## config.mk

```make
export PLATFORM = sky130hd
export DESIGN_NAME = bph_ctrl
export DESIGN_NICKNAME = d
export VERILOG_FILES = /design/src/rtl/bph_pkg.sv /design/src/rtl/bph_ctrl.sv
export VERILOG_INCLUDE_DIRS = /design/src /design/src/rtl
export SDC_FILE = /design/constraint.sdc
export NUM_CORES = 1
export LEC_CHECK = 0
export BUFFER_PORTS_ARGS = -buffer_cell sky130_fd_sc_hd__buf_2
export CAP_MARGIN = 5
export CELL_PAD_IN_SITES_DETAIL_PLACEMENT = 1
export CELL_PAD_IN_SITES_GLOBAL_PLACEMENT = 2
export CORE_ASPECT_RATIO = 0.7
export CORE_MARGIN = 2
export CORE_UTILIZATION = 39
export CTS_CLUSTER_SIZE = 20
export DETAILED_ROUTE_END_ITERATION = 16
export PLACE_DENSITY_LB_ADDON = 0.08
export SLEW_MARGIN = 20
export SYNTH_ARGS = -nofsm -noshare
export SYNTH_HDL_FRONTEND = slang
export SYNTH_SLANG_ARGS = --single-unit
```

## constraint.sdc

```tcl
create_clock -name i_clk -period 5.3 [get_ports i_clk]
set_input_delay 0.795 -clock i_clk [delete_from_list [all_inputs] [get_ports i_clk]]
set_output_delay 0.795 -clock i_clk [all_outputs]
set_load 0.05 [all_outputs]
```

## src/rtl/bph_consts.svh

```systemverilog
// Constants for the low-energy packet handler control block.
`ifndef BPH_CONSTS_SVH
`define BPH_CONSTS_SVH

// ****************************************************************
// Register addresses
// ****************************************************************
`define BPH_CRC_SEED_HIGH   16'h09C7
`define BPH_CRC_SEED_MID    16'h09C8
`define BPH_CRC_SEED_LOW    16'h09C9
`define BPH_ACCESS_ADDR_B3  16'h09CF
`define BPH_ACCESS_ADDR_B2  16'h09D0
`define BPH_ACCESS_ADDR_B1  16'h09D1
`define BPH_ACCESS_ADDR_B0  16'h09D2

// ****************************************************************
// Command opcodes
// ****************************************************************
`define BPH_OP_GO_IDLE      8'h01
`define BPH_OP_TRANSMIT     8'h02
`define BPH_OP_RECEIVE      8'h03
`define BPH_OP_REG_WRITE    8'h04
`define BPH_OP_REG_READ     8'h05
`define BPH_OP_FLAG_CLEAR   8'h06
`define BPH_OP_FLAG_ROUTE   8'h07
`define BPH_OP_FRAME_STAT   8'h08
`define BPH_OP_BUFFER_STAT  8'h09
`define BPH_OP_AUTO_RESPOND 8'h98

// ****************************************************************
// Flag positions and status bits
// ****************************************************************
`define BPH_FLAG_TX_DONE    0
`define BPH_FLAG_RX_DONE    1
`define BPH_FLAG_SYNC       2
`define BPH_FLAG_CRC        3
`define BPH_FLAG_TIMEOUT    4
`define BPH_ST2_SYNC_FAIL   6
`define BPH_ST2_SIZE_OVER   5
`define BPH_ST2_CRC_ERR     4
`define BPH_ST2_ABORTED     3
`define BPH_ST2_HEADER      2
`define BPH_ST2_RX_DONE     1
`define BPH_ST2_BUSY        0
`define BPH_CORR_ERROR      8'h00
`define BPH_CORR_FIRST      8'h01
`define BPH_RX_CONTINUOUS   16'hFFFF

// ****************************************************************
// Timing
// ****************************************************************
`define BPH_CLK_NS          8
`define BPH_US_NS           1000
`define BPH_US_CYC          (`BPH_US_NS / `BPH_CLK_NS)
`define BPH_SWITCH_US       33

`endif

```

## src/rtl/bph_pkg.sv

```systemverilog
// Types shared by the packet handler control block.
package bph_pkg;

  typedef enum logic [1:0] {BPH_IDLE, BPH_TX, BPH_RX, BPH_GAP} bph_state_t;

  typedef struct packed {
    logic        valid;
    logic [7:0]  op;
    logic [31:0] arg;
  } bph_cmd_t;

  typedef struct packed {
    logic        tx_end;
    logic        sync_ok;
    logic        sync_fail;
    logic        hdr_ok;
    logic        rx_end;
    logic        abort;
    logic        crc_bad;
    logic        sync_en;
    logic        crc_en;
    logic        len_dyn;
    logic [7:0]  max_len;
    logic [7:0]  len;
    logic [7:0]  ofs;
  } bph_phy_t;

  typedef struct packed {
    bph_state_t  state;
    logic [31:0] aa;
    logic [23:0] seed;
    logic [4:0]  flags;
    logic [4:0]  irq_en;
    logic [14:0] dio_map;
    logic [15:0] tmr;
    logic        tmr_on;
    logic [15:0] pre;
    logic [1:0]  base;
    logic        cont;
    logic [15:0] auto_us;
    logic [7:0]  stat2;
    logic [7:0]  stat3;
    logic [7:0]  stat4;
    logic [7:0]  rx_len;
    logic [7:0]  rx_ofs;
    logic        tx_go;
    logic        rsp_v;
    logic [31:0] rsp;
    logic [2:0]  dio;
  } bph_regs_t;

endpackage
```

## src/rtl/bph_ctrl.sv

```systemverilog
// Packet handler control: commands, registers, flags, timeouts and auto respond.
// Function
// - Access address kept in four bytes, most significant at lowest address.
// - CRC seed kept in three writable bytes, most significant at lowest address.
// - After transmit or its timeout, raise the flag and return to standby.
// - Transmit timeout runs only for a nonzero step count.
// - Transmit status bit 0 reports frame sent; upper bits read zero.
// - Receive count zero: no timeout, one packet, then standby.
// - Receive count all ones: stay receiving, flag each packet.
// - Other receive counts: timer, standby on expiry or packet; sync stops timer.
// - Receive done flag rises for every packet, good or bad.
// - Separate sync, CRC fail and timeout flags, each routable to DIO lines.
// - Status bit 6 marks sync failure when sync detection is enabled.
// - Status bit 5 marks dynamic length above configured maximum.
// - Status bit 4 marks CRC failure when CRC enabled; packet still kept.
// - Status carries abort, header seen, reception complete and busy bits.
// - Correlator code: zero on error, one for first correlator.
// - Flag clear resets exactly the flags selected in the mask.
// - Each DIO is the OR of its mapped flags.
// - Buffer query returns last length and start offset in the buffer.
// - Auto respond is opcode plus 16-bit delay, accepted only in standby.
// - After each reception, transmit after programmed delay minus 33 us.
// - Delay zero disarms; standby after reception cancels next auto transmit.
`timescale 1ns/10ps
`include "bph_consts.svh"

module bph_ctrl #(
  parameter logic [15:0] STEP_CYC = 16'd125
) (
  input  wire logic              i_clk,
  input  wire logic              i_rst_n,
  input  wire logic              i_ce,
  input  wire bph_pkg::bph_cmd_t i_cmd,
  input  wire bph_pkg::bph_phy_t i_phy,
  output bph_pkg::bph_state_t    o_state,
  output logic                   o_tx_go,
  output logic                   o_rsp_valid,
  output logic [31:0]            o_rsp_data,
  output logic [2:0]             o_dio,
  output logic [31:0]            o_access_addr,
  output logic [23:0]            o_crc_seed
);
  import bph_pkg::*;

  // ****************************************************************
  // Helpers
  // ****************************************************************
  // Reload value of the tick prescaler; the gap before an automatic
  // transmit counts microseconds, timeouts count programmed steps.
  function automatic logic [15:0] reload(input logic gap, input logic [1:0] base);
    logic [15:0] step;
    step = STEP_CYC << {base, 1'b0};
    reload = gap ? 16'(`BPH_US_CYC - 1) : 16'(step - 16'd1);
  endfunction

  // Byte register index, 7 marks an unmapped address.
  function automatic logic [2:0] reg_idx(input logic [15:0] addr);
    unique case (addr)
      `BPH_CRC_SEED_HIGH  : reg_idx = 3'd0;
      `BPH_CRC_SEED_MID   : reg_idx = 3'd1;
      `BPH_CRC_SEED_LOW   : reg_idx = 3'd2;
      `BPH_ACCESS_ADDR_B3 : reg_idx = 3'd3;
      `BPH_ACCESS_ADDR_B2 : reg_idx = 3'd4;
      `BPH_ACCESS_ADDR_B1 : reg_idx = 3'd5;
      `BPH_ACCESS_ADDR_B0 : reg_idx = 3'd6;
      default             : reg_idx = 3'd7;
    endcase
  endfunction

  bph_regs_t   q;
  bph_regs_t   d;
  logic [4:0]  set;
  logic [4:0]  clr;
  logic        tick;
  logic        expire;
  logic [15:0] count;
  logic [15:0] gap_us;
  logic [7:0]  rbyte;

  assign count  = i_cmd.arg[15:0];
  assign gap_us = (q.auto_us > 16'(`BPH_SWITCH_US)) ? 16'(q.auto_us - 16'(`BPH_SWITCH_US)) : 16'h0000;

  // ****************************************************************
  // Next state
  // ****************************************************************
  always_comb
  begin
    d      = q;
    d.tx_go = 1'b0;
    d.rsp_v = 1'b0;
    set    = 5'h00;
    clr    = 5'h00;
    tick   = 1'b0;
    expire = 1'b0;
    rbyte  = 8'h00;

    if (q.tmr_on)
    begin
      if (q.pre == 16'h0000)
      begin
        tick  = 1'b1;
        d.pre = reload(q.state == BPH_GAP, q.base);
      end
      else
      begin
        d.pre = q.pre - 16'd1;
      end
    end
    if (tick)
    begin
      if (q.tmr <= 16'd1)
      begin
        expire = 1'b1;
      end
      else
      begin
        d.tmr = q.tmr - 16'd1;
      end
    end

    unique case (q.state)
      BPH_IDLE :
      begin
        d.tmr_on = 1'b0;
      end
      BPH_TX :
      begin
        if (i_phy.tx_end)
        begin
          set[`BPH_FLAG_TX_DONE] = 1'b1;
          d.stat3                = 8'h01;
          d.stat2[`BPH_ST2_BUSY] = 1'b0;
          d.state                = BPH_IDLE;
          d.tmr_on               = 1'b0;
        end
        else if (expire)
        begin
          set[`BPH_FLAG_TIMEOUT] = 1'b1;
          d.stat2[`BPH_ST2_BUSY] = 1'b0;
          d.state                = BPH_IDLE;
          d.tmr_on               = 1'b0;
        end
        if (i_phy.abort)
        begin
          d.stat2[`BPH_ST2_ABORTED] = 1'b1;
        end
      end
      BPH_RX :
      begin
        if (i_phy.sync_ok)
        begin
          set[`BPH_FLAG_SYNC]    = 1'b1;
          d.stat4                = `BPH_CORR_FIRST;
          d.stat2[`BPH_ST2_BUSY] = 1'b1;
          d.tmr_on               = 1'b0;
        end
        if (i_phy.sync_fail)
        begin
          d.stat2[`BPH_ST2_SYNC_FAIL] = i_phy.sync_en;
          d.stat4                     = `BPH_CORR_ERROR;
        end
        if (i_phy.hdr_ok)
        begin
          d.stat2[`BPH_ST2_HEADER] = 1'b1;
        end
        if (i_phy.abort)
        begin
          d.stat2[`BPH_ST2_ABORTED] = 1'b1;
        end
        if (i_phy.rx_end)
        begin
          set[`BPH_FLAG_RX_DONE] = 1'b1;
          set[`BPH_FLAG_CRC]     = i_phy.crc_en & i_phy.crc_bad;
          d.stat2[`BPH_ST2_RX_DONE]   = 1'b1;
          d.stat2[`BPH_ST2_BUSY]      = 1'b0;
          d.stat2[`BPH_ST2_CRC_ERR]   = i_phy.crc_en & i_phy.crc_bad;
          d.stat2[`BPH_ST2_SIZE_OVER] = i_phy.len_dyn & (i_phy.len > i_phy.max_len);
          d.rx_len = i_phy.len;
          d.rx_ofs = i_phy.ofs;
          d.tmr_on = 1'b0;
          if (q.auto_us != 16'h0000)
          begin
            // Gap counts whole microseconds from the end of reception.
            d.state  = (gap_us == 16'h0000) ? BPH_TX : BPH_GAP;
            d.tx_go  = (gap_us == 16'h0000);
            d.tmr    = gap_us;
            d.tmr_on = (gap_us != 16'h0000);
            d.pre    = 16'(`BPH_US_CYC - 1);
            d.stat3  = 8'h00;
          end
          else if (!q.cont)
          begin
            d.state = BPH_IDLE;
          end
        end
        else if (expire)
        begin
          set[`BPH_FLAG_TIMEOUT] = 1'b1;
          d.state                = BPH_IDLE;
          d.tmr_on               = 1'b0;
        end
      end
      BPH_GAP :
      begin
        if (expire)
        begin
          d.state                = BPH_TX;
          d.tx_go                = 1'b1;
          d.tmr_on               = 1'b0;
          d.stat2[`BPH_ST2_BUSY] = 1'b1;
        end
      end
    endcase

    if (i_cmd.valid)
    begin
      unique case (i_cmd.op)
        `BPH_OP_GO_IDLE :
        begin
          // Leaving the gap drops only this pending response.
          d.state                = BPH_IDLE;
          d.tmr_on               = 1'b0;
          d.tx_go                = 1'b0;
          d.stat2[`BPH_ST2_BUSY] = 1'b0;
        end
        `BPH_OP_TRANSMIT :
        begin
          d.state                = BPH_TX;
          d.tx_go                = 1'b1;
          d.stat3                = 8'h00;
          d.stat2                = 8'h01;
          d.base                 = i_cmd.arg[17:16];
          d.tmr                  = count;
          d.tmr_on               = (count != 16'h0000);
          d.pre                  = reload(1'b0, i_cmd.arg[17:16]);
        end
        `BPH_OP_RECEIVE :
        begin
          d.state  = BPH_RX;
          d.tx_go  = 1'b0;
          d.stat2  = 8'h00;
          d.base   = i_cmd.arg[17:16];
          d.cont   = (count == `BPH_RX_CONTINUOUS);
          d.tmr    = count;
          d.tmr_on = (count != 16'h0000) && (count != `BPH_RX_CONTINUOUS);
          d.pre    = reload(1'b0, i_cmd.arg[17:16]);
        end
        `BPH_OP_AUTO_RESPOND :
        begin
          if (q.state == BPH_IDLE)
          begin
            d.auto_us = count;
          end
        end
        `BPH_OP_REG_WRITE :
        begin
          unique case (reg_idx(i_cmd.arg[23:8]))
            3'd0    : d.seed[23:16] = i_cmd.arg[7:0];
            3'd1    : d.seed[15:8]  = i_cmd.arg[7:0];
            3'd2    : d.seed[7:0]   = i_cmd.arg[7:0];
            3'd3    : d.aa[31:24]   = i_cmd.arg[7:0];
            3'd4    : d.aa[23:16]   = i_cmd.arg[7:0];
            3'd5    : d.aa[15:8]    = i_cmd.arg[7:0];
            3'd6    : d.aa[7:0]     = i_cmd.arg[7:0];
            default : d.aa          = q.aa;
          endcase
        end
        `BPH_OP_REG_READ :
        begin
          unique case (reg_idx(i_cmd.arg[23:8]))
            3'd0    : rbyte = q.seed[23:16];
            3'd1    : rbyte = q.seed[15:8];
            3'd2    : rbyte = q.seed[7:0];
            3'd3    : rbyte = q.aa[31:24];
            3'd4    : rbyte = q.aa[23:16];
            3'd5    : rbyte = q.aa[15:8];
            3'd6    : rbyte = q.aa[7:0];
            default : rbyte = 8'h00;
          endcase
          d.rsp_v = 1'b1;
          d.rsp   = {24'h000000, rbyte};
        end
        `BPH_OP_FLAG_CLEAR :
        begin
          clr = i_cmd.arg[4:0];
        end
        `BPH_OP_FLAG_ROUTE :
        begin
          d.irq_en  = i_cmd.arg[4:0];
          d.dio_map = i_cmd.arg[19:5];
        end
        `BPH_OP_FRAME_STAT :
        begin
          d.rsp_v = 1'b1;
          d.rsp   = {8'h00, q.stat2, q.stat3, q.stat4};
        end
        `BPH_OP_BUFFER_STAT :
        begin
          d.rsp_v = 1'b1;
          d.rsp   = {16'h0000, q.rx_len, q.rx_ofs};
        end
        default :
        begin
          d.rsp_v = 1'b0;
        end
      endcase
    end

    // A flag raised in the same cycle as its clear survives.
    d.flags = (q.flags & ~clr) | (set & q.irq_en);
    for (int k = 0; k < 3; k++)
    begin
      d.dio[k] = |(d.flags & d.dio_map[k*5 +: 5]);
    end
  end

  // ****************************************************************
  // State register
  // ****************************************************************
  always_ff @(posedge i_clk or negedge i_rst_n)
  begin
    if (!i_rst_n)
    begin
      q <= '0;
    end
    else if (i_ce)
    begin
      q <= d;
    end
  end

  assign o_state       = q.state;
  assign o_tx_go       = q.tx_go;
  assign o_rsp_valid   = q.rsp_v;
  assign o_rsp_data    = q.rsp;
  assign o_dio         = q.dio;
  assign o_access_addr = q.aa;
  assign o_crc_seed    = q.seed;

endmodule // bph_ctrl

```

Yosys cells after proc, flatten, opt, wreduce, memory -nomap -nowiden
Cells that the tools add are included.
- add/sub/neg operators: 5
- reductions and logical operators: 32
- bitwise gates (word level): 9
- equality and inequality tests: 34
- $lt $le $gt $ge: 3
- shift operators: 2
- multiplexer cells: 93
- operators with widths (operator ; number):
    two-way mux 16 bit ; 13
    == test 16 x 12 -> 1 bit (second input constant) ; 7
    two-way mux 8 bit ; 12
    one-hot mux 32 bit (3 select lines) ; 1
    two-way mux 83 bit ; 1
    subtractor 16 x 1 -> 16 bit (second input constant) ; 4
    two-way mux 58 bit ; 1
    two-way mux 56 bit ; 1
    one-hot mux 8 bit (7 select lines) ; 1
    nonzero test 16 bit ; 3
    two-way mux 34 bit ; 1
    two-way mux 33 bit ; 1
    == test 8 x 3 -> 1 bit (second input constant) ; 4
    zero test 16 bit ; 2
    AND reduction 4 bit ; 8
    << shifter 7 x 3 -> 16 bit (first input constant) ; 2
    two-way mux 1 bit ; 29
    AND 5 bit ; 5
    one-hot mux 3 bit (7 select lines) ; 1
    == test 3 bit (second input constant) ; 6
    two-way mux 18 bit ; 1
    two-way mux 2 bit ; 9
    two-way mux 3 bit ; 6
    AND reduction 3 bit ; 6
    34 further kinds ; 53
- output and inout port bits: 95
- register bits: 211
- input bits: 78

Longest topological paths before layout
Gate-level depths: netlist (run 1).
- depth after elaboration: 12
- gate-level depth with buffers: 10

Least setup slack after synthesis (run 1)
OpenSTA, ideal clock, no wires.
- path type: input-to-reg
- start point: input i_cmd[21] in the netlist's numbering
- end point: register q, in the netlist o_crc_seed[19]
- data arrival time: 2795 ps
- required time: 5175 ps
- slack: 2381 ps
- stages on the path: 7
- path through: nor4_1 > nand4b_1 > or4_1 > or2_1 > clkbuf_1 > nor3_4 > mux2_2
- cells in the longest elaborated chain, start to end: 6
- RTL lines (element ; line ; RTL):
    from (decl) ; bph_ctrl.sv:33 ; input wire bph_pkg::bph_cmd_t i_cmd,
    == test 16 x 12 -> 1 bit ; bph_ctrl.sv:58 ; unique case (addr)
    one-hot mux 3 bit (7 select lines) (*) ; bph_ctrl.sv:58 ;
    two-way mux 3 bit (*) ; bph_ctrl.sv:217 ; unique case (i_cmd.op)
    two-way mux 3 bit (*) ; bph_ctrl.sv:215 ; if (i_cmd.valid)
    zero test 3 bit (*) ; bph_ctrl.sv:257 ; unique case (reg_idx(i_cmd.arg[23:8]))
    AND reduction 4 bit (no line) (*) ; -- ;
    to (signal assigned) ; bph_ctrl.sv:324 ; q <= '0;
    to (signal assigned) ; bph_ctrl.sv:328 ; q <= d;
    to (decl) ; bph_ctrl.sv:70 ; bph_regs_t q;
Mark *: on every way between the ends. The rest lies on a longest branch, timed or not. The select of a mux whose other input is x is not followed.
A chain may end at the register's enable or synchronous reset.

Worst setup path after layout (run 1)
- start point: register q[77] in the netlist's numbering
- end point: register q[122] in the netlist's numbering
- cells in the longest elaborated chain, start to end: 7
- RTL lines (element ; line ; RTL):
    subtractor 16 x 6 -> 16 bit or greater-than comparator 16 x 6 -> 1 bit (tied branches) ; bph_ctrl.sv:81 ; assign gap_us = (q.auto_us > 16'(`BPH_SWITCH_US)) ? 16'(q.auto_us - 16'(`BPH_SWITCH_US)) : 16'h0000;
    two-way mux 16 bit ; bph_ctrl.sv:81 ;
    two-way mux 33 bit (*) ; bph_ctrl.sv:181 ; if (q.auto_us != 16'h0000)
    two-way mux 16 bit (*) ; bph_ctrl.sv:170 ; if (i_phy.rx_end)
    two-way mux 16 bit (*) ; bph_ctrl.sv:121 ; unique case (q.state)
    two-way mux 16 bit ; bph_ctrl.sv:217 ;
    two-way mux 83 bit (*) ; bph_ctrl.sv:215 ;
Mark *: on every way between the ends. The rest lies on a longest branch, timed or not.

==> results of run 1 <==
[critical path: stages, from the launching register on]
cell and delay (ns):
dfrtp_1 0.45, inv_1 0.11, ha_1 0.27, or4b_4 0.53, nor3b_1 0.62, a21o_1 0.21, buf_4 0.22, nand2_1 0.40
or2_1 0.41, o31ai_1 0.21, a22o_2 0.16
[layer usage]
metal	vias up	track usage, %
met3	24	4.02
met4	0	5.25
li1	4327	-
met1	4661	37.5
met2	198	35.0
met5	-	0
[cells by family (layout without fill, tap and decap cells)]
logic type	count (synthesis)	count (layout)	share of synthesized area, %
and+or+nand+nor	356	356	15.7
buffers and inverters	197	231	9.64
muxes	113	113	10.8
DFF	195	195	42.4
adders and majority gates	30	30	3.26
xor gates and xnor gates	15	15	1.14
AOI/OAI and AO/OA	297	297	17.0
other	1	10	0.0326
[final timing paths]
check | start | slack, ns | end | depth (start not counted)
setup / recovery | q[77]$_DFFE_PN0P_ | 1.63 | q[122]$_DFFE_PN0P_ | 10
hold / removal | i_rst_n | 0.38 | q[121]$_DFFE_PN0P_ | 1
setup reg to reg | q[77]$_DFFE_PN0P_ | 1.63 | q[122]$_DFFE_PN0P_ | 10
hold reg to reg | o_rsp_data[11]$_DFFE_PN0P_ | 0.47 | o_rsp_data[11]$_DFFE_PN0P_ | 2
max in group asynchronous | i_rst_n | 3.86 | q[67]$_DFFE_PN0P_ | 2
min in group i_clk | o_rsp_data[11]$_DFFE_PN0P_ | 0.47 | o_rsp_data[11]$_DFFE_PN0P_ | 2
[area by class of cell]
| cell class | instances | area share [%] |
|---|---|---|
| diodes | 1 | 0.0199 |
| clock buffers | 18 | 3.42 |
| clock inverters | 12 | 1.63 |
| inverters | 36 | 1.08 |
| multi-input cells | 820 | 44.3 |
| flip-flops and latches | 195 | 38.9 |
| well taps | 378 | 3.77 |
| repair buffers | 165 | 6.95 |
[power breakdown]
part | internal [uW] | total (uW) | switching [uW] | leakage [uW]
Sequential | 1680 | 1870 | 191 | 0.00258
Clock | 836 | 1460 | 619 | 0.000303
Combinational | 321 | 821 | 500 | 0.00290
[Yosys cell counts (23+ instances only)]
cell	n
a21oi_1	46
buf_4	94
clkbuf_1	55
dfrtp_1	195
ha_1	30
inv_1	36
mux2_2	89
mux2i_1	23
nand2_1	126
nand3_1	33
nor2_1	64
nor3_1	30
o21ai_0	88
[sequential cells by signal (all words and copies together), names as in the netlist]
| signal | flops |
|---|---|
| q | 109 |
| o_access_addr | 32 |
| o_dio | 3 |
| o_rsp_valid | 1 |
| o_tx_go | 1 |
| o_state | 2 |
| o_rsp_data | 23 |
| o_crc_seed | 24 |
[layout by cell type, fill, tap and decap left out, drive strengths merged, types with 8 or more instances in the layout]
cell type and count:
nor2 67, nor3 32, and2 15, a221oi 13, xnor2 10, conb 9, buf 164, ha 30
nand3 33, a21oi 46, a22oi 21, mux2 90, dfrtp 195, inv 38, a211oi 9, nand2b 8
o21ai 95, nand2 126, clkbuf 19, nor4 19, mux2i 23, o22ai 13, a31oi 15, or4 9
nand4 10
[per-stage QoR]
stage | total power, uW | utilization (%)
2_1_floorplan | 2430 | -
5_1_grt | 4350 | 43.3
3_3_place_gp | 2690 | 41.2
6_report | 4140 | 43.4
3_5_place_dp | 2710 | 41.2
4_1_cts | 4180 | 43.3
==> results.md, run 1 <==
- Initial Utilization: 39.8%
- Vias: 9210
- Global-route wire length before repair: 56.4 mm
- I/O Buffers: 155
- IO Count: 173
- Number of synthesized flops with an enable pin: 0
- Hpwl dp: 26.4 mm
- Layout area overhead: 9.07%
- VDD IR max: 226 uV
- Setup bufs post-CTS: 0
- Initial DRC Count: 523
- Seq cells post-synth: 195
- Worst setup SP type: flop
- Final hold slack: 0.375 ns
- Slack of the critical path: 1.63 ns
- Maxcap violations: 0
- Fmax: 272 MHz
- Clock transition at the registers of the reported paths: 0.07 ns
- Largest net degree at the start of global routing: 100
- Final min period: 3.67 ns
- Total Wirelength: 36.7 mm
- Non-Filler Instances: 1625
- Synth cell types: 79
- Ys Warns: 0
- Core Box Area: 29000 um2
- Vias in the first global route: 9153
- Tcrit/Tclk final: 69.2%
- Setup violators final: 0
- Required @ worst endpoint: 5.70 ns
- Die W: 209 um
- Fill count: 3325
- Initial antenna violation count: 1
- Cell area after synthesis: 11500 um2
- Lkg Pwr: 0.00578 uW
- Nets: 1343
- Critical path class: flop to flop
- Dpl cell area: 11900 um2
- Clock buffer depth: 2
- DRC: 0
- Outcome: finished clean
- Max-slew violations: 0
- Gates resized, CTS repair: 0
- Final Hold Viols: 0
- GRT Total Usage: 24.2%
- Post-synth top flop: dfrtp_1
- First-pass detailed-route iteration total: 5
- Met2 WL: 15.8 mm
- DR WL/cell: 22.6 um
- Place WS: 1.56 ns
- # clock sinks: 195
- Sequential area share after synthesis: 42.4%
- Worst min path class: primary input to async pin
- Clock Root Buffer: clkbuf_16
- DIE HEIGHT: 148 um
- Uppermost layer routed: met4
- Num rows: 52
- Die area: 30900 um2
- GP Congestion: 0.803
- Placed cells: 1594
- H-tree level count: 4
- Clock latency on the worst-skew pair: 0.47 ns
- Avg Cell Area, Syn: 9.56 um2
- Synth area leader: dfrtp_1
- Vias per cell: 5.67
- Area of the multi-input gates: 5560 um2
- Critical Path AT: 4.07 ns
- # hold bufs at CTS: 0
- CTS tree: yes
- Worst-Margin Slew: 0.947 ns
- Overflow after GRT: 0
- RSZ-0062 raised after global routing: no
- CTS Buf Count: 17
- Layout cells sized above 1: 24.9%
- Setup TNS: 0 ns
- Register area: 4880 um2
- Number of nets with antenna violations after routing: 0
- Met3 wire len: 1.55 mm
- Fin area: 12600 um2
- Max_slew headroom: 36.7%
- Clock Skews: 0.0117 ns
- Pwr Density: 330 nW/um2
- Synth top area cells: dfrtp_1 42%, mux2_2 8.7%, buf_4 6.1%, nand2_1 4.1%, o21ai_0 3.8%
- Synth top area share: 42.4%
- Async S/R FF share, synth: 100%
- Crit. End Element: flop
- Max FO, Critical Path: 13
- Met1 WL: 19.0 mm
- Cell count after synthesis: 1204
(Power assumes the default switching activity.)
==> run 2, diff against run 1 <==
Settings changed: ABC_AREA set to 1, CORE_UTILIZATION 39 to 30.
Clock period 5.3 ns to 3.2 ns, I/O delays scaled along.
==> results.md, run 2 <==
- Outcome: finished clean
- Max-slew violations: 0 (unchanged)
- Xor/xnor share of the synthesized area: 1.24% (+0.095 points)
- Synth top area share: 40.5% (-1.9 points)
- Layout cells sized above 1: 16.1% (-8.8 points)
- Crit. End Element: flop
- CP peak stage delay: 0.40 ns (-0.22 ns)
- Most frequent CP cell: inv_1
- Number of flip-flops in the largest register: 109 (unchanged)
- Commonest non-fill, non-tap cell in the layout: nand2_1
- Max stage delay cell, worst path: dfrtp_1
- Post-synthesis mux area share: 0.0832% (-11 points)
- Avg Cell Area, Syn: 7.42 um2 (-22%)
- Critical path class: flop to flop
- Cell count after synthesis: 1622 (+35%)
- H-tree level count: 4 (unchanged)
- IO Count: 173 (unchanged)
- Buf+Inv Stages, Crit Path: 5 (+3)
- Clock buffer depth: 2 (unchanged)
- Nets: 1813 (+35%)
- Synth top area cells: dfrtp_1 41%, nand2_1 11%, o21ai_0 7.3%, inv_1 6.5%, buf_4 6.2%
- Hpwl dp: 34.2 mm (+30%)
- Maxcap violations: 0 (unchanged)
- Worst min path class: primary input to async pin
- CTS tree: yes
- Post-synthesis simple-gate area fraction: 24.4% (+8.6 points)
- Fill count: 4933 (+48%)
- Critical Path AT: 3.04 ns (-1.03 ns)
- Synth cell types: 49 (-38%)
- Lkg Pwr: 0.00665 uW (+15%)
- Synth area leader: dfrtp_1
- Int Power: 4570 uW (+61%)
- Reg power frac: 41.4% (-3.7 points)
- Post-synth top flop: dfrtp_1
- VDD IR max: 420 uV (+85%)
- Sw Ratio: 36.9% (+5.3 points)
- CP delay by family, top: buffers and inverters
- Clock Root Buffer: clkbuf_16
- Num rows: 61 (+17%)
- Global-route wire length before repair: 67.6 mm (+20%)
- Largest Register: q
- Commonest non-fill, non-tap cells in the layout: 364 x nand2_1, 208 x inv_1, 195 x dfrtp_1
- Clock Skews: 0.0103 ns (-0.00134 ns)
- Ys Warns: 0 (unchanged)
- Worst setup SP type: flop
- GP Congestion: 0.830 (+3.3%)
- CTS Buf Count: 17 (unchanged)
- Overflow after GRT: 0 (unchanged)
- Die W: 243 um (+16%)
- Clock transition at the registers of the reported paths: 0.08 ns (about the same)
- RSZ-0062 raised after global routing: no
- Max_slew headroom: 52.3% (+16 points)
- Cell Chain, Critical Path: inv_1 > ha_1 > inv_1 > nor2_1 > nand2_1 > nor3_1 > nand2_1 > inv_1 > nor2_4 > inv_1 > buf_4 > o21ai_0 > a21oi_1 > o21ai_1
- Layout area overhead: 12.5%
- Final hold slack: 0.0432 ns (-0.332 ns)
- Initial Utilization: 30.4% (-9.4 points)
- Fmax: 370 MHz (+36%)
- Synth top cells by count: 364 x nand2_1, 208 x inv_1, 195 x dfrtp_1
- # hold bufs at CTS: 0 (unchanged)
- Main combinational cell family by area after synthesis: simple AND/OR/NAND/NOR gates
- Gates resized, CTS repair: 0 (unchanged)
- Clock share of power: 31.8% (-3.3 points)
- Total Wirelength: 44.6 mm (+22%)
- Number of synthesized flops with an enable pin: 0 (unchanged)
- Max FO, Critical Path: 14 (+1)
- First-pass detailed-route iteration total: 5 (unchanged)
- Number of nets with antenna violations after routing: 0 (unchanged)
- DIE HEIGHT: 172 um (+16%)
- I/O Buffers: 155 (unchanged)
- Initial antenna violation count: 0 (-1)
- Synth Area in Adders: 3.12% (-0.14 points)
- Final Hold Viols: 0 (unchanged)
- GRT Total Usage: 21.6% (-2.6 points)
- Dpl cell area: 12900 um2 (+8.6%)
- Setup TNS: 0 ns (unchanged)
- Worst-Margin Slew: 0.710 ns (-0.237 ns)
- Sequential area share after synthesis: 40.5% (-1.9 points)
- DRC: 0 (unchanged)
- Switching pwr: 2670 uW (+100%)
- Required @ worst endpoint: 3.54 ns (-2.16 ns)
- Vias in the first global route: 10700 (+17%)
- Initial DRC Count: 793 (+52%)
- Comb pwr share: 26.7% (+6.9 points)
- # clock sinks: 195 (unchanged)
- Most frequent cell after synthesis: nand2_1
- Die area: 41800 um2 (+35%)
- DR WL/cell: 19.8 um (-12%)
- Async S/R FF share, synth: 100% (unchanged)
- Vias per cell: 4.82 (-15%)
- Largest net degree at the start of global routing: 70 (-30%)
- Setup violators final: 0 (unchanged)
- Tcrit/Tclk final: 84.4% (+15 points)
- Compound-gate portion of the synthesized area: 16.2% (-0.80 points)
- Final min period: 2.70 ns (-0.971 ns)
- Fin area: 13500 um2 (+7.9%)
- Vias: 10900 (+18%)
- Pwr Density: 534 nW/um2 (+62%)
- Cell area after synthesis: 12000 um2 (+4.6%)
- Core Box Area: 39600 um2 (+37%)
- Setup bufs post-CTS: 0 (unchanged)
- Antenna cells: 0 (-1)
- Clock latency on the worst-skew pair: 0.46 ns (about the same)
- Seq cells post-synth: 195 (unchanged)
==> run 2: per-stage QoR <==
stage | instances | setup WS, ns | util, % | total power, uW
after floorplan | 1630 | 1.10 | - | 4280
after detailed placement | 2221 | 0.309 | 32.7 | 4980
after CTS | 2253 | 0.275 | 34.2 | 7320
after global routing | 2253 | 0.179 | 34.2 | 7720
after global placement | 2221 | 0.400 | 32.7 | 4950
final | 2253 | 0.501 | 34.2 | 7240
==> run 2: kinds of logic after synthesis <==
| family | Yosys count |
|---|---|
| buffers and inverters | 358 |
| flip-flops | 195 |
| multiplexers | 1 |
| XOR/XNOR | 17 |
| AO/OA/AOI/OAI | 355 |
| adder cells (fa/ha/maj) | 30 |
| other | 1 |
| AND/OR/NAND/NOR | 665 |
==> run 2: area by class of cell <==
cell class | count | area (um2) | area share, %
timing repair buffer | 197 | 1120 | 8.30
tap | 535 | 669 | 4.94
clock inverter | 14 | 169 | 1.25
sequential | 195 | 4880 | 36.0
multi-input combinational | 1077 | 5460 | 40.3
clock buffer | 18 | 429 | 3.17
inverter | 217 | 815 | 6.01
==> run 2: path summary, 6_finish.rpt <==
kind                              startpoint                  to  slack (ns)  cells past startpoint
min                                  i_rst_n  q[105]$_DFFE_PN0P_        0.04                      1
max in group asynchronous            i_rst_n   q[44]$_DFFE_PN0P_        2.33                      2
min reg2reg                q[42]$_DFFE_PN0P_   q[42]$_DFFE_PN0P_        0.48                      2
max reg2reg                q[77]$_DFFE_PN0P_  q[121]$_DFFE_PN0P_        0.50                     14
min in group i_clk                  i_phy[5]   q[42]$_DFFE_PN0P_        0.22                      3
max                        q[77]$_DFFE_PN0P_  q[121]$_DFFE_PN0P_        0.50                     14
==> run 2: power groups by stage <==
stage / clock [uW] / sequential, uW / combinational, uW
2_1_floorplan: 0 / 2990 / 1290
6_report: 2300 / 3000 / 1940
5_1_grt: 2460 / 3040 / 2220
4_1_cts: 2370 / 3000 / 1950
3_5_place_dp: 0 / 3040 / 1940
3_3_place_gp: 0 / 3040 / 1910
==> run 2: metal layers <==
metal  track usage, %  wire (um)  up-vias
met5                0          0        -
met4             3.09        238        0
met3             2.75       1420       17
met2             32.4      19100      161
met1             33.4      23900     5319
li1                 -          -     5354
==> run 3, diff against run 2 <==
Settings changed: ABC_AREA 1 to 0, CORE_UTILIZATION 30 to 36.
Clock period 3.2 ns to 2.5 ns, I/O delays scaled along.
==> results.md, run 3 (synthesized netlist as in run 1, its figures left out) <==
- Outcome: complete, but fails checks
- Failing checks: setup timing
- Layout area overhead: 24.4%
- CTS Buf Count: 17 (unchanged)
- DRC: 0 (unchanged)
- Max-slew violations: 0 (unchanged)
- IO Count: 173 (unchanged)
- Tcrit/Tclk final: 106% (+21 points)
- GRT Total Usage: 24.7% (+3.1 points)
- Layout cells sized above 1: 37.5% (+21 points)
- Worst-Margin Slew: 0.738 ns (+0.0280 ns)
- Max FO, Critical Path: 3 (-11)
- Critical Path AT: 2.99 ns (-0.05 ns)
- CP peak stage delay: 0.55 ns (+0.15 ns)
- Hpwl dp: 30.3 mm (-11%)
- Reg power frac: 42.4% (+1.0 points)
- Initial antenna violation count: 0 (unchanged)
- Finished Core Util: 45.8% (+12 points)
- Largest net degree at the start of global routing: 69 (-1.4%)
- Met3 Use GR: 3.44% (+0.70 points)
- Max_slew headroom: 50.8% (-1.5 points)
- Max stage delay cell, worst path: or4_4
- Cell Chain, Critical Path: or4_4 > or4_4 > nor4_4 > xnor2_2 > nand4_1 > buf_4 > a211oi_2 > nor2_1
- Place WS: -0.389 ns (-0.698 ns)
- Vias in the first global route: 10100 (-5.3%)
- DR WL/cell: 22.0 um (+11%)
- Final Hold Viols: 0 (unchanged)
- RSZ-0062 raised after global routing: yes
- Pwr Density: 638 nW/um2 (+19%)
- Setup violators final: 4 (+4)
- Gr busiest metal: met1
- Die W: 218 um (-11%)
- Switching pwr: 3070 uW (+15%)
- Number of flip-flops in the largest register: 109 (unchanged)
- I/O Buffers: 155 (unchanged)
- Initial Utilization: 36.8% (+6.4 points)
- Most frequent CP cell: or4_4
- Clock share of power: 31.0% (-0.8 points)
- Maxcap violations: 0 (unchanged)
- Initial DRC Count: 632 (-20%)
- Num rows: 54 (-11%)
- Required @ worst endpoint: 2.85 ns (-0.69 ns)
- Clock transition at the registers of the reported paths: 0.08 ns (about the same)
- Nets: 1524 (-16%)
- CTS tree: yes
- Dpl cell area: 13400 um2 (+3.3%)
- DIE HEIGHT: 154 um (-10%)
- Crit. End Element: flop
- Worst min path class: primary input to flop
- Final hold slack: 0.150 ns (+0.107 ns)
- Total Wirelength: 40.7 mm (-8.8%)
- Comb pwr share: 26.5% (-0.2 points)
- First-pass detailed-route iteration total: 4 (-1)
- Worst setup SP type: flop
- Clock buffer depth: 2 (unchanged)
- Die area: 33400 um2 (-20%)
- Int Power: 6060 uW (+33%)
- Commonest non-fill, non-tap cells in the layout: 194 x dfrtp_1, 171 x buf_4, 154 x buf_2
- Core Box Area: 31300 um2 (-21%)
- Final min period: 2.64 ns (-0.0591 ns)
- # clock sinks: 195 (unchanged)
- Global-route wire length before repair: 62.8 mm (-7.2%)
- Fin area: 14300 um2 (+5.7%)
- Met1 GRT Util: 38.6% (+5.2 points)
- Clock latency on the worst-skew pair: 0.46 ns (about the same)
- Slack of the critical path: -0.140 ns (-0.641 ns)
- Lkg Pwr: 0.00675 uW (+1.5%)
- Commonest non-fill, non-tap cell in the layout: dfrtp_1
- Vias: 9919 (-8.6%)
- Largest Register: q
- Fmax: 379 MHz (+2.2%)
- Critical path class: flop to flop
- Clock Root Buffer: clkbuf_16
- GR Util met2: 35.9% (+3.5 points)
- Sw Ratio: 33.7% (-3.2 points)
- Setup TNS: -0.348 ns (-0.348 ns)
- VDD IR max: 297 uV (-29%)
- Number of nets with antenna violations after routing: 0 (unchanged)
- Overflow after GRT: 0 (unchanged)
- Vias per cell: 5.36 (+11%)
- Clock Skews: 0.0127 ns (+0.00233 ns)
- GP Congestion: 0.855 (+3.0%)
- H-tree level count: 4 (unchanged)
[run 3: worst max-delay path, delay by kind of cell (launching register included)]
family,cells,cell delay (ns)
AOI/OAI and AO/OA,1,0.22
and+or+nand+nor,5,1.53
xor gates and xnor gates,1,0.15
DFF,1,0.38
buffers and inverters,1,0.24
[run 3: power by group through the flow]
stage | logic, uW | registers, uW | clock network, uW
2_1_floorplan | 1270 | 3880 | 0
3_3_place_gp | 2200 | 3910 | 0
3_5_place_dp | 2250 | 3920 | 0
4_1_cts | 2340 | 3870 | 2910
5_1_grt | 2650 | 3930 | 3040
6_report | 2420 | 3870 | 2840
[run 3: cell type report]
| type | instances | area [um2] |
|---|---|---|
| diodes | 1 | 2.50 |
| clock buffers | 17 | 425 |
| clock inverters | 15 | 161 |
| fillers | 3578 | 17000 |
| inverters | 36 | 135 |
| multi-input cells | 820 | 5800 |
| flip-flops and latches | 195 | 4880 |
| well taps | 420 | 526 |
| repair buffers | 346 | 2380 |
[run 3: per-stage QoR]
step / total power [uW] / cells
floorplan: 5150 / 1212
global placement: 6110 / 1805
detailed placement: 6170 / 1805
CTS: 9130 / 1844
global route: 9620 / 1849
finish: 9130 / 1850
[run 3: path summary, 6_finish.rpt]
| check | endpoint | start | cells after the start | slack, ns |
|---|---|---|---|---|
| min reg2reg | o_rsp_data[14]$_DFFE_PN0P_ | o_rsp_data[14]$_DFFE_PN0P_ | 2 | 0.48 |
| min | q[43]$_DFFE_PN0P_ | i_phy[6] | 2 | 0.15 |
| max | o_state[1]$_DFFE_PN0P_ | q[86]$_DFFE_PN0P_ | 8 | -0.14 |
| min in group asynchronous | q[86]$_DFFE_PN0P_ | i_rst_n | 2 | 0.38 |
| max reg2reg | o_state[1]$_DFFE_PN0P_ | q[86]$_DFFE_PN0P_ | 8 | -0.14 |
| max in group asynchronous | o_access_addr[27]$_DFFE_PN0P_ | i_rst_n | 3 | 1.28 |
[run 3: what timing repair did]
action,in CTS,in global routing
resized for setup,32,34
setup buffers,7,5
pin swaps,19,19
hold buffers,1,0
endpoints found under the setup margin,26,35
hold endpoints to repair,30,0
[run 3: layer usage]
metal	share of wire, %	wire [um]
met5	0	0
met4	0.93	378
met3	3.7	1500
met2	43	17400
met1	53	21400
